--- src/frps_defs.svh ---
// Offsets, fields, reset values and timing for the flash row program sequencer
// Overview of operation
// - Row-erase select set before start gives an erase; otherwise start programs.
// - A table store is a short latch write; pre-increment form advances pointer.
// - Write starts only after 55h then AAh to unlock, then start bit.
// - Valid start begins a self-timed write; processor stalls about 2 ms.
// - A master clear or watchdog reset during a write sets the error flag.
// - Store uses pointer bits 2:0; program uses bits 21:3 as block.
// - Row erase uses pointer bits 21:6; bits 5:0 are ignored.
// - Start bit set only by software, cleared at completion, needs write enable.
// - Completion sets the nonvolatile-memory done flag; software clears it.
`ifndef FRPS_DEFS_SVH
`define FRPS_DEFS_SVH

// Register offsets on the register port
`define FRPS_ADDR_W          4
`define FRPS_OFF_PTR_UPPER   4'h0
`define FRPS_OFF_PTR_HIGH    4'h1
`define FRPS_OFF_PTR_LOW     4'h2
`define FRPS_OFF_LATCH       4'h3
`define FRPS_OFF_INT_CTRL    4'h4
`define FRPS_OFF_UNLOCK      4'h5
`define FRPS_OFF_MEM_CTRL    4'h6
`define FRPS_OFF_PRIO2       4'h7
`define FRPS_OFF_FLAGS2      4'h8
`define FRPS_OFF_ENABLES2    4'h9
`define FRPS_OFF_TABLE_CMD   4'ha

// Memory control bit positions
`define FRPS_MC_PGM_SEL      7
`define FRPS_MC_CFG_SEL      6
`define FRPS_MC_ROW_ERASE    4
`define FRPS_MC_WR_ERR       3
`define FRPS_MC_WR_EN        2
`define FRPS_MC_START        1
`define FRPS_MC_READ         0

// Interrupt bits
`define FRPS_INT_GIE         7
`define FRPS_FLAG_NVM_DONE   4

// Table command fields
`define FRPS_TC_STORE        2

// Reset values and the priority write mask
`define FRPS_RST_PRIO2       8'h96
`define FRPS_PRIO2_MASK      8'h96
`define FRPS_RST_BYTE        8'h00

// Unlock keys
`define FRPS_KEY_FIRST       8'h55
`define FRPS_KEY_SECOND      8'haa

// Pointer geometry
`define FRPS_PTR_W           22
`define FRPS_HOLD_N          8

// Long write timing
`define FRPS_LONG_WRITE_US   2000
`define FRPS_CLK_MHZ         40
`define FRPS_LONG_WRITE_CYC  (`FRPS_LONG_WRITE_US * `FRPS_CLK_MHZ)

`endif

--- src/frps_pkg.sv ---
// Types for the flash row program sequencer
package frps_pkg;

	// Unlock sequence tracker
	typedef enum logic [1:0] {
		FRPS_UL_IDLE  = 2'b00,
		FRPS_UL_FIRST = 2'b01,
		FRPS_UL_ARMED = 2'b10
	} frps_unlock_t;

	// Table pointer update modes carried in the table command
	typedef enum logic [1:0] {
		FRPS_TM_KEEP     = 2'b00,
		FRPS_TM_POST_INC = 2'b01,
		FRPS_TM_POST_DEC = 2'b10,
		FRPS_TM_PRE_INC  = 2'b11
	} frps_tmode_t;

	// Long write kind
	typedef enum logic [1:0] {
		FRPS_OP_NONE    = 2'b00,
		FRPS_OP_PROGRAM = 2'b01,
		FRPS_OP_ERASE   = 2'b10
	} frps_op_t;

endpackage

--- src/frps_hold_mem.sv ---
// Eight-byte holding memory for one program block
`timescale 1ns/1ps
`include "frps_defs.svh"
module frps_hold_mem #(
	parameter int N = `FRPS_HOLD_N
) (
	// Clock and reset
	input  wire logic                   clk,
	input  wire logic                   sys_rst,
	// Byte write port
	input  wire logic                   wr_en,
	input  wire logic [$clog2(N)-1:0]   wr_idx,
	input  wire logic [7:0]             wr_data,
	// Whole block, registered
	output logic      [N*8-1:0]         blk_q
);
	// Elaboration guard: the byte index must cover exactly N entries
	if (N < 2 || (N & (N - 1)) != 0) begin
		$error("frps_hold_mem: N must be a power of two of at least 2");
	end

	logic [N*8-1:0] blk_d;

	// Next block image with one byte replaced
	always_comb begin
		blk_d = blk_q;
		if (wr_en) begin
			blk_d[wr_idx*8 +: 8] = wr_data;
		end
	end

	// Holding bytes start erased-looking after reset
	always_ff @(posedge clk) begin
		if (sys_rst) begin
			blk_q <= '1;
		end else begin
			blk_q <= blk_d;
		end
	end
endmodule

--- src/frps_top.sv ---
// Flash row program sequencer: registers, unlock, table ops and long write
`timescale 1ns/1ps
`include "frps_defs.svh"
module frps_top
	import frps_pkg::*;
#(
	parameter int LONG_WRITE_CYC = `FRPS_LONG_WRITE_CYC
) (
	// Clock and resets
	input  wire logic                         clk,
	input  wire logic                         sys_rst,
	input  wire logic                         master_clear_reset,
	input  wire logic                         watchdog_reset,
	// Register port
	input  wire logic [`FRPS_ADDR_W-1:0]      reg_addr,
	input  wire logic [7:0]                   reg_wdata,
	input  wire logic                         reg_wr,
	input  wire logic                         reg_rd,
	output logic      [7:0]                   reg_rdata_q,
	// Flash array
	output logic                              flash_rd_q,
	output logic                              flash_prog_q,
	output logic                              flash_erase_q,
	output logic      [`FRPS_PTR_W-1:0]       flash_addr_q,
	output logic      [63:0]                  flash_wdata_q,
	input  wire logic [7:0]                   flash_rdata,
	// Processor side
	output logic                              cpu_stall_q,
	output logic                              irq_q
);
	localparam int TW = $clog2(LONG_WRITE_CYC + 1);
	localparam int PW = `FRPS_PTR_W;

	// Elaboration guard: the timer needs at least one cycle to count
	if (LONG_WRITE_CYC < 1) begin
		$error("frps_top: LONG_WRITE_CYC below 1");
	end

	// Pointer step on the low 21 bits only; bit 21 is left alone
	function automatic logic [PW-1:0] ptr_step(input logic [PW-1:0] p,
			input logic dec);
		logic [PW-2:0] lo;
		lo = dec ? p[PW-2:0] - 21'd1 : p[PW-2:0] + 21'd1;
		return {p[PW-1], lo};
	endfunction

	// Register state
	logic [PW-1:0]     ptr_q, ptr_d;
	logic [7:0]        latch_q, latch_d;
	logic [7:0]        intc_q, intc_d;
	logic [7:0]        mctl_q, mctl_d;
	logic [7:0]        prio_q, prio_d;
	logic              done_q, done_d;
	logic              done_en_q, done_en_d;
	frps_unlock_t      ul_q, ul_d;
	frps_op_t          op_q, op_d;
	logic [TW-1:0]     tmr_q, tmr_d;
	logic              fetch_q, fetch_d;
	logic [7:0]        rdata_d;
	logic              frd_d, fprog_d, ferase_d, stall_d, irq_d;
	logic [PW-1:0]     faddr_d;
	logic [63:0]       fwdata_d;
	logic              hold_wr;
	logic [2:0]        hold_idx;
	logic [63:0]       hold_blk;
	logic              other_rst;
	logic              busy;

	assign other_rst = master_clear_reset | watchdog_reset;
	assign busy      = (op_q != FRPS_OP_NONE);

	// Holding registers for the block being programmed
	frps_hold_mem #(
		.N       (`FRPS_HOLD_N)
	) u_hold (
		.clk     (clk),
		.sys_rst (sys_rst),
		.wr_en   (hold_wr),
		.wr_idx  (hold_idx),
		.wr_data (latch_q),
		.blk_q   (hold_blk)
	);

	// Next state for registers, unlock, table ops and the long write
	always_comb begin
		logic [PW-1:0] p;
		logic          wr_hit;
		p         = ptr_q;
		wr_hit    = 1'b0;
		ptr_d     = ptr_q;
		latch_d   = latch_q;
		intc_d    = intc_q;
		mctl_d    = mctl_q;
		prio_d    = prio_q;
		done_d    = done_q;
		done_en_d = done_en_q;
		ul_d      = ul_q;
		op_d      = op_q;
		tmr_d     = tmr_q;
		fetch_d   = 1'b0;
		frd_d     = 1'b0;
		fprog_d   = 1'b0;
		ferase_d  = 1'b0;
		faddr_d   = flash_addr_q;
		fwdata_d  = flash_wdata_q;
		hold_wr   = 1'b0;
		hold_idx  = ptr_q[2:0];
		rdata_d   = 8'h00;

		// Fetched byte lands in the latch one cycle after the request
		if (fetch_q) begin
			latch_d = flash_rdata;
		end

		// Self-timed write; the stall keeps the bus quiet meanwhile
		if (busy) begin
			if (tmr_q == TW'(1)) begin
				op_d = FRPS_OP_NONE;
				mctl_d[`FRPS_MC_START] = 1'b0;
				mctl_d[`FRPS_MC_ROW_ERASE] = 1'b0;
				done_d = 1'b1;
			end
			tmr_d = tmr_q - TW'(1);
		end else if (reg_wr) begin
			// Any write other than a key write ends an armed sequence
			if (reg_addr != `FRPS_OFF_UNLOCK) begin
				ul_d = FRPS_UL_IDLE;
			end
			if (reg_addr == `FRPS_OFF_PTR_UPPER) begin
				ptr_d[21:16] = reg_wdata[5:0];
			end else if (reg_addr == `FRPS_OFF_PTR_HIGH) begin
				ptr_d[15:8] = reg_wdata;
			end else if (reg_addr == `FRPS_OFF_PTR_LOW) begin
				ptr_d[7:0] = reg_wdata;
			end else if (reg_addr == `FRPS_OFF_LATCH) begin
				latch_d = reg_wdata;
			end else if (reg_addr == `FRPS_OFF_INT_CTRL) begin
				intc_d = reg_wdata;
			end else if (reg_addr == `FRPS_OFF_UNLOCK) begin
				// Exact 55h then AAh, nothing between
				if (ul_q == FRPS_UL_IDLE &&
						reg_wdata == `FRPS_KEY_FIRST) begin
					ul_d = FRPS_UL_FIRST;
				end else if (ul_q == FRPS_UL_FIRST &&
						reg_wdata == `FRPS_KEY_SECOND) begin
					ul_d = FRPS_UL_ARMED;
				end else begin
					ul_d = FRPS_UL_IDLE;
				end
			end else if (reg_addr == `FRPS_OFF_MEM_CTRL) begin
				mctl_d[`FRPS_MC_PGM_SEL]   = reg_wdata[`FRPS_MC_PGM_SEL];
				mctl_d[`FRPS_MC_CFG_SEL]   = reg_wdata[`FRPS_MC_CFG_SEL];
				mctl_d[`FRPS_MC_ROW_ERASE] =
					reg_wdata[`FRPS_MC_ROW_ERASE];
				mctl_d[`FRPS_MC_WR_EN]     = reg_wdata[`FRPS_MC_WR_EN];
				// Error flag may be cleared, never set, by software
				if (!reg_wdata[`FRPS_MC_WR_ERR]) begin
					mctl_d[`FRPS_MC_WR_ERR] = 1'b0;
				end
				// Start needs arming and write enable already set
				wr_hit = reg_wdata[`FRPS_MC_START] &&
					ul_q == FRPS_UL_ARMED &&
					mctl_q[`FRPS_MC_WR_EN];
				if (wr_hit) begin
					mctl_d[`FRPS_MC_START] = 1'b1;
					tmr_d = TW'(LONG_WRITE_CYC);
					if (mctl_q[`FRPS_MC_ROW_ERASE]) begin
						op_d = FRPS_OP_ERASE;
						ferase_d = 1'b1;
						faddr_d = {ptr_q[21:6], 6'h00};
					end else begin
						op_d = FRPS_OP_PROGRAM;
						fprog_d = 1'b1;
						faddr_d = {ptr_q[21:3], 3'h0};
						fwdata_d = hold_blk;
					end
				end
			end else if (reg_addr == `FRPS_OFF_PRIO2) begin
				prio_d = reg_wdata & `FRPS_PRIO2_MASK;
			end else if (reg_addr == `FRPS_OFF_FLAGS2) begin
				if (reg_wdata[`FRPS_FLAG_NVM_DONE]) begin
					done_d = 1'b0;
				end
			end else if (reg_addr == `FRPS_OFF_ENABLES2) begin
				done_en_d = reg_wdata[`FRPS_FLAG_NVM_DONE];
			end else if (reg_addr == `FRPS_OFF_TABLE_CMD) begin
				// Table store or fetch with pointer update
				if (reg_wdata[1:0] == FRPS_TM_PRE_INC) begin
					p = ptr_step(ptr_q, 1'b0);
				end
				if (reg_wdata[`FRPS_TC_STORE]) begin
					hold_wr  = 1'b1;
					hold_idx = p[2:0];
				end else begin
					frd_d   = 1'b1;
					fetch_d = 1'b1;
					faddr_d = p;
				end
				if (reg_wdata[1:0] == FRPS_TM_POST_INC) begin
					p = ptr_step(ptr_q, 1'b0);
				end else if (reg_wdata[1:0] == FRPS_TM_POST_DEC) begin
					p = ptr_step(ptr_q, 1'b1);
				end
				ptr_d = p;
			end
		end

		// Read data, one cycle after the strobe
		if (reg_rd) begin
			if (reg_addr == `FRPS_OFF_PTR_UPPER) begin
				rdata_d = {2'b00, ptr_q[21:16]};
			end else if (reg_addr == `FRPS_OFF_PTR_HIGH) begin
				rdata_d = ptr_q[15:8];
			end else if (reg_addr == `FRPS_OFF_PTR_LOW) begin
				rdata_d = ptr_q[7:0];
			end else if (reg_addr == `FRPS_OFF_LATCH) begin
				rdata_d = latch_q;
			end else if (reg_addr == `FRPS_OFF_INT_CTRL) begin
				rdata_d = intc_q;
			end else if (reg_addr == `FRPS_OFF_MEM_CTRL) begin
				rdata_d = mctl_q;
			end else if (reg_addr == `FRPS_OFF_PRIO2) begin
				rdata_d = prio_q;
			end else if (reg_addr == `FRPS_OFF_FLAGS2) begin
				rdata_d = {3'b000, done_q, 4'h0};
			end else if (reg_addr == `FRPS_OFF_ENABLES2) begin
				rdata_d = {3'b000, done_en_q, 4'h0};
			end
		end

		// Level interrupt from a registered view of the flags
		irq_d   = done_d & done_en_d & intc_d[`FRPS_INT_GIE];
		stall_d = (op_d != FRPS_OP_NONE);

		// Clear or watchdog reset: cut the write short, keep the program and config selects
		if (other_rst) begin
			if (busy) begin
				mctl_d[`FRPS_MC_WR_ERR] = 1'b1;
			end
			mctl_d[`FRPS_MC_ROW_ERASE] = 1'b0;
			mctl_d[`FRPS_MC_WR_EN]     = 1'b0;
			mctl_d[`FRPS_MC_START]     = 1'b0;
			ptr_d     = '0;
			latch_d   = `FRPS_RST_BYTE;
			intc_d    = `FRPS_RST_BYTE;
			prio_d    = `FRPS_RST_PRIO2;
			done_d    = 1'b0;
			done_en_d = 1'b0;
			ul_d      = FRPS_UL_IDLE;
			op_d      = FRPS_OP_NONE;
			tmr_d     = '0;
			fetch_d   = 1'b0;
			frd_d     = 1'b0;
			fprog_d   = 1'b0;
			ferase_d  = 1'b0;
			stall_d   = 1'b0;
			irq_d     = 1'b0;
		end
		// Unimplemented and read bits stay zero
		mctl_d[5] = 1'b0;
		mctl_d[`FRPS_MC_READ] = 1'b0;
	end

	// Registers; power-on reset clears everything but prio_q (loaded with 96h), including the error flag
	always_ff @(posedge clk) begin
		if (sys_rst) begin
			ptr_q         <= '0;
			latch_q       <= `FRPS_RST_BYTE;
			intc_q        <= `FRPS_RST_BYTE;
			mctl_q        <= `FRPS_RST_BYTE;
			prio_q        <= `FRPS_RST_PRIO2;
			done_q        <= 1'b0;
			done_en_q     <= 1'b0;
			ul_q          <= FRPS_UL_IDLE;
			op_q          <= FRPS_OP_NONE;
			tmr_q         <= '0;
			fetch_q       <= 1'b0;
			reg_rdata_q   <= 8'h00;
			flash_rd_q    <= 1'b0;
			flash_prog_q  <= 1'b0;
			flash_erase_q <= 1'b0;
			flash_addr_q  <= '0;
			flash_wdata_q <= 64'h0;
			cpu_stall_q   <= 1'b0;
			irq_q         <= 1'b0;
		end else begin
			ptr_q         <= ptr_d;
			latch_q       <= latch_d;
			intc_q        <= intc_d;
			mctl_q        <= mctl_d;
			prio_q        <= prio_d;
			done_q        <= done_d;
			done_en_q     <= done_en_d;
			ul_q          <= ul_d;
			op_q          <= op_d;
			tmr_q         <= tmr_d;
			fetch_q       <= fetch_d;
			reg_rdata_q   <= rdata_d;
			flash_rd_q    <= frd_d;
			flash_prog_q  <= fprog_d;
			flash_erase_q <= ferase_d;
			flash_addr_q  <= faddr_d;
			flash_wdata_q <= fwdata_d;
			cpu_stall_q   <= stall_d;
			irq_q         <= irq_d;
		end
	end
endmodule

--- config.mk ---
export PLATFORM = sky130hd
export DESIGN_NAME = frps_top
export DESIGN_NICKNAME = d
export VERILOG_FILES = /design/src/frps_pkg.sv /design/src/frps_hold_mem.sv /design/src/frps_top.sv
export VERILOG_INCLUDE_DIRS = /design/src
export SDC_FILE = /design/constraint.sdc
export NUM_CORES = 1
export LEC_CHECK = 0
export ABC_AREA = 1
export BUFFER_PORTS_ARGS = -buffer_cell sky130_fd_sc_hd__buf_2
export CAP_MARGIN = 10
export CORE_UTILIZATION = 53
export CTS_BUF_LIST = sky130_fd_sc_hd__clkbuf_16
export CTS_CLUSTER_DIAMETER = 40
export DETAILED_ROUTE_END_ITERATION = 8
export HOLD_SLACK_MARGIN = 0.15
export PLACE_DENSITY = 0.82
export RECOVER_POWER = 50
export SYNTH_ARGS = -nofsm -noshare
export SYNTH_HDL_FRONTEND = slang
export SYNTH_HIERARCHICAL = 1
export SYNTH_SLANG_ARGS = --single-unit
--- constraint.sdc ---
create_clock -name clk -period 5.1 [get_ports clk]
set_clock_uncertainty 0.05 [all_clocks]
set_input_delay 1.02 -clock clk [delete_from_list [all_inputs] [get_ports clk]]
set_output_delay 1.02 -clock clk [all_outputs]
set_load 0.02 [all_outputs]
=== After elaboration in Yosys (flattened, before gate mapping) ===
Cells that the tools add are included.

* Flip-flop bits (word level): 236
* Bits in latches: 0
* Memory bits (read-only): 0
* Memories kept: 0
* RAM bits: 0
* Input bits: 26

* Bitwise operators: 16
* Reduce and logical (&&, ||, !) cells: 33
* Multiply operators: 0
* Magnitude comparators: 0
* Shifts and indexed selects: 2
* Divide/modulo/power cells: 0
* Equal/unequal tests: 57
* Multiplexer cells: 151
* Add/sub/neg operators: 4

{| class="wikitable"
|+ Operator list
! cell !! count
|-
| $mux W22 || 17
|-
| $mux W8 || 22
|-
| $mux W17 || 10
|-
| $ne A2 B2 Y1 const B || 35
|-
| $bwmux W64 || 1
|-
| $shift A8 B34 Y64 const A || 1
|-
| $shiftx A8 B34 Y64 || 1
|-
| $mux W1 || 48
|-
| $mux W3 || 15
|-
| $mux W2 || 22
|-
| $reduce_and A12 Y1 || 3
|-
| $neg A6 Y34 || 1
|-
| $mux W4 || 8
|-
| $reduce_and A14 Y1 || 2
|-
| $reduce_and A9 Y1 || 3
|-
| $mux W6 || 4
|-
| $add A21 B1 Y21 const B || 1
|-
| $mux W21 || 1
|-
| $sub A21 B1 Y21 const B || 1
|-
| $reduce_and A10 Y1 || 2
|-
| $reduce_bool A2 Y1 || 9
|-
| $eq A17 B1 Y1 const B || 1
|-
| $sub A17 B1 Y17 const B || 1
|-
| $eq A4 B3 Y1 const B || 4
|-
| 24 further kinds || 50
|}

=== Depth between registers and ports, before layout ===
* Depth after elaboration: 19
* Depth in mapped cells: 19

=== Hierarchy ===
Netlist, hierarchy kept.

{| class="wikitable"
|+ By module, submodules not included
! module !! area an instance (um2) !! cells each !! instances
|-
| frps_top || 8883.5 || 1338 || 1
|-
| frps_hold_mem || 2890.3 || 343 || 1
|}

=== Worst setup path before layout ===
OpenSTA, ideal clock, no wires.

* Path type: input port to flip-flop
* Start: input reg_wr
* End: register u_hold.blk_q[0]
* Slack: 1048 ps
* Arrival time: 3868 ps
* Stages on the path: 17
* Cells stage by stage: inv_1 nor2_4 inv_2 nor3_2 mux2i_1 buf_6 inv_4 buf_12 ha_1 ha_1 buf_2 inv_2 nand2_2 nor3_4 nand2_4 nand2_1 nand3_1

{| class="wikitable"
|+ RTL lines
! what !! line !! source
|-
| start, declared || frps_top.sv:17 || <nowiki>input wire logic reg_wr,</nowiki>
|-
| $mux W1 || frps_top.sv:124 || <nowiki>end else if (reg_wr) begin</nowiki>
|-
| $mux W1 || frps_top.sv:116 || <nowiki>if (busy) begin</nowiki>
|-
| named net hold_wr || frps_top.sv:63 || <nowiki>logic hold_wr;</nowiki>
|-
| end signal, assigned || frps_hold_mem.sv:37 || <nowiki>blk_q <= blk_d;</nowiki>
|-
| end, declared || frps_hold_mem.sv:15 || <nowiki>output logic [N*8-1:0] blk_q</nowiki>
|}

The timed path passes the listed nets, and every way through them passes these cells.
A chain may end at the register's enable or synchronous reset.

=== Final worst setup path ===
* Start: input reg_addr[2]
* End: register flash_addr_q[6]

* Cells in the longest elaborated chain, start to end: 3

{| class="wikitable"
|+ RTL lines
! what !! line !! source
|-
| start, declared || frps_top.sv:15 || <nowiki>input wire logic [`FRPS_ADDR_W-1:0] reg_addr,</nowiki>
|-
| $eq A4 B3 Y1 (no line) (tied with other cells) || - ||
|-
| $ne A2 B1 Y1 (no line) (tied with other cells) || - ||
|-
| $reduce_and A14 Y1 (no line) || - ||
|-
| end signal, assigned || frps_top.sv:302 || <nowiki>flash_addr_q <= faddr_d;</nowiki>
|-
| end, declared || frps_top.sv:24 || <nowiki>output logic [`FRPS_PTR_W-1:0] flash_addr_q,</nowiki>
|}

Parallel ways exist; a longest one is shown, timed or not.

==> results.md <==
* Run status: finished clean
* Synth area leader: dfxtp_1
* Post-synth EDFFs at 0
* Synthesized cell area at 11800 um2
* Drt drc at 0
* Count leader, synth: nand2_1
* Synth warn at 6
* Hold buffer count at cts at 0
* Reg2reg start: op_q[1]$_SDFF_PP0_
* ANT cells at 0
* Max-cap viol count at 0
* First-pass GRT wire length at 55.9 mm
* Worst reg2reg endpoint: u_hold/blk_q[62]$_SDFFE_PP1P_
* Largest cells by area after synthesis: dfxtp_1, nand2_1, a21oi_1
* Hpwl dp at 25.2 mm
* Core Region at 21800 um2
* I/O Buffers at between 100 and 150
* Register area at ~4700 um2
* Drt pass-1 iters at 5
* Synth cell count leaders: nand2_1, dfxtp_1, a21oi_1, inv_1, nand3_1
* Pleak at around 5.5 nW
* GR Overflow Total at 0
* CP most frequent cell: inv_1
* Register area share after synthesis at 39.8%
* Routed len/inst at 17.4 um
* Tcrit/Tclk final at ~82%
* HP Class: reg -> reg
* Vias per Instance at 5.79
* Clk_lat worst skew at 0.52 ns
* Final Total Pwr at 4.49 mW
* TritonCTS Buffers at 35
* Die width at approximately 150 um
* Peak supply drop at 187 uV
* Initial antenna violation count at 0
* DR iter-0 viols at 1190
* Root buffer cell: clkbuf_16
* Die Footprint at 22800 um2
* CP arrival at 4.55 ns
* Hold worst-path end: flash_wdata_q[15]$_SDFFE_PP0P_
* Hold path startpoint: flash_wdata_q[15]$_SDFFE_PP0P_
* R2R Setup Slk at 1.38 ns
* Synth-to-layout area growth at 14.3%
* CP endpoint kind: flip-flop
* Synth top area share at around 40%
* Worst EP required at about 5.5 ns
* Post-route ant nets at 0
* Fillcell total at between 2000 and 2500
* Total setup buffers inserted after CTS at 0
* Count of state elements after synthesis at 234
* Slowest-stage cell, CP: inv_1
* Min Clock Period, post-route at 4.19 ns
* CTS resizes at 0
* Vias in the first global route at between 10000 and 15000
* Post-layout util at 61.6%
* Starting density of the core at 54.0%
* Share of layout cells above drive strength 1 at 8.86%
* Hold Crit Depth at 2
* Setup TNS Final at 0 ns
* GRT Overall Usage at 31.5%
* Pwr/cell area at 333 nW/um2
* Fin. Hold Viols at 0
* Max Freq at about 0.24 GHz
* Sink Count at about 230
* RSZ-0062 raised after global routing: no
* Worst-path clk slew at around 0.060 ns
* Post-Syn Instances at 1681
* Deepest clock path buffer count at 3
* Htree depth at 2
* Fin nets at 1805
* FP Rows at between 50 and 60
* Final number of max-transition violations at 0
* Startpoint Class: input pin
* Worst Tran Pin Value at 1.17 ns
* Placer Congestion at roughly 1
* M1 WL at 14.7 mm
* Final wirelength at 36.1 mm
* Largest net degree at the start of global routing at 91
* Ports at 125
* Ys async rst share at 0%
* Biggest cell delay along the critical path at 0.88 ns
* Final setup viols at 0
* CTS tree: built
* Syn_nets at 1717
* Primary FF master, synth: dfxtp_1
* Crit-path max FO at 26
* CP Cell Sequence: clkbuf_1 -> inv_1 -> nor2_1 -> nand2_1 -> inv_1 -> a21oi_1 -> nand2_2 -> inv_2 -> o211ai_1 -> o211ai_1 -> inv_1
* Relative slew margins at 21.9%
* Crit Path Category: in -> reg
* Metal3 WL at 3.43 mm
* Top sig layer: met4
* Met2 wire len at 16.5 mm
* Reg2Reg Depth at 15
* Die height at 151 um
* Synth cell types at 52
* Syn avg cell area at 7.00 um2
* Total number of vias at 12000
* Multi-input gate area at between 5000 and 6000 um2
[routing by layer]
metal / GRT usage [%] / up-vias
met5: 0 / -
met4: 15.2 / 0
met3: 6.45 / 110
met2: 51.1 / 611
met1: 39.7 / 5479
li1: - / 5813
[stage by stage]
stage | area [um2] | std cells | setup WS (ns) | hold slack [ns]
after global placement | 12400 | 2012 | 0.976 | 0.380
after detailed placement | 12400 | 2012 | 0.862 | 0.385
final | 13500 | 2075 | 0.905 | 0.391
after global routing | 13500 | 2075 | 0.773 | 0.416
after CTS | 13600 | 2075 | 1.37 | 0.394
after floorplan | 11800 | 1681 | 1.05 | 0.377
[power by group]
group	total (mW)	internal (mW)	switching (mW)
combinational	0.226	0.0590	0.167
clock	2.42	1.51	0.910
sequential	1.84	1.84	0.00624
total	4.49	3.40	1.08
[how the worst max path moves through the flow]
stage | to | start | cells past startpoint
floorplan | u_hold/blk_q[0]$_SDFFE_PP1P_ | reg_wr | 17
global placement | u_hold/blk_q[60]$_SDFFE_PP1P_ | reg_addr[3] | 15
detailed placement | u_hold/blk_q[62]$_SDFFE_PP1P_ | reg_addr[3] | 15
CTS | u_hold/blk_q[62]$_SDFFE_PP1P_ | reg_addr[3] | 15
global route | flash_addr_q[8]$_SDFFE_PP0P_ | reg_addr[2] | 11
finish | flash_addr_q[6]$_SDFFE_PP0P_ | reg_addr[2] | 11
[cells by family after synthesis]
logic type	after synthesis	share of synthesized area [%]
AO/OA/AOI/OAI	435	20.5
XOR/XNOR	20	1.49
adder cells (fa/ha/maj)	10	1.06
buffers and inverters	286	10.0
flip-flops	234	39.8
multiplexers	4	0.361
AND/OR/NAND/NOR	692	26.7
[placed cells by master, fill, tap and decap left out, types with 10 or more instances in the layout]
cell type and instances:
o211ai_2 16, buf_2 22, nor3_1 16, nor2_1 136, nand4_1 18, o21ai_0 94
clkbuf_16 36, clkbuf_1 104, ha_1 10, nand2_1 314, inv_2 16, o211ai_1 13
buf_4 12, xor2_1 18, dfxtp_1 234, a21oi_1 189, o21ai_1 93, nand3_1 172
inv_1 177
[critical path, delay by kind of cell]
family | cells | cell delay [ns]
compound gates | 3 | 0.89
buf+inv | 5 | 1.58
simple gates | 3 | 1.06
[flip-flops by register name (all words and copies together) (netlist names)]
name	count
done_q	1
cpu_stall_q	1
prio_q	4
done_en_q	1
tmr_q	17
flash_wdata_q	64
ul_q	2
irq_q	1
latch_q	8
mctl_q	6
intc_q	8
flash_erase_q	1
flash_prog_q	1
u_hold/blk_q	64
flash_addr_q	22
ptr_q	22
reg_rdata_q	8
op_q	2
fetch_q	1
[area by class of cell]
type | count | area share (%)
Clock buffer | 36 | 6.70
Sequential cell | 234 | 34.8
Inverter | 198 | 5.60
Timing Repair Buffer | 139 | 4.54
Tap cell | 280 | 2.60
Multi-Input combinational cell | 1161 | 43.6
Clock inverter | 27 | 2.14
Power figures use the tool's default switching activity.
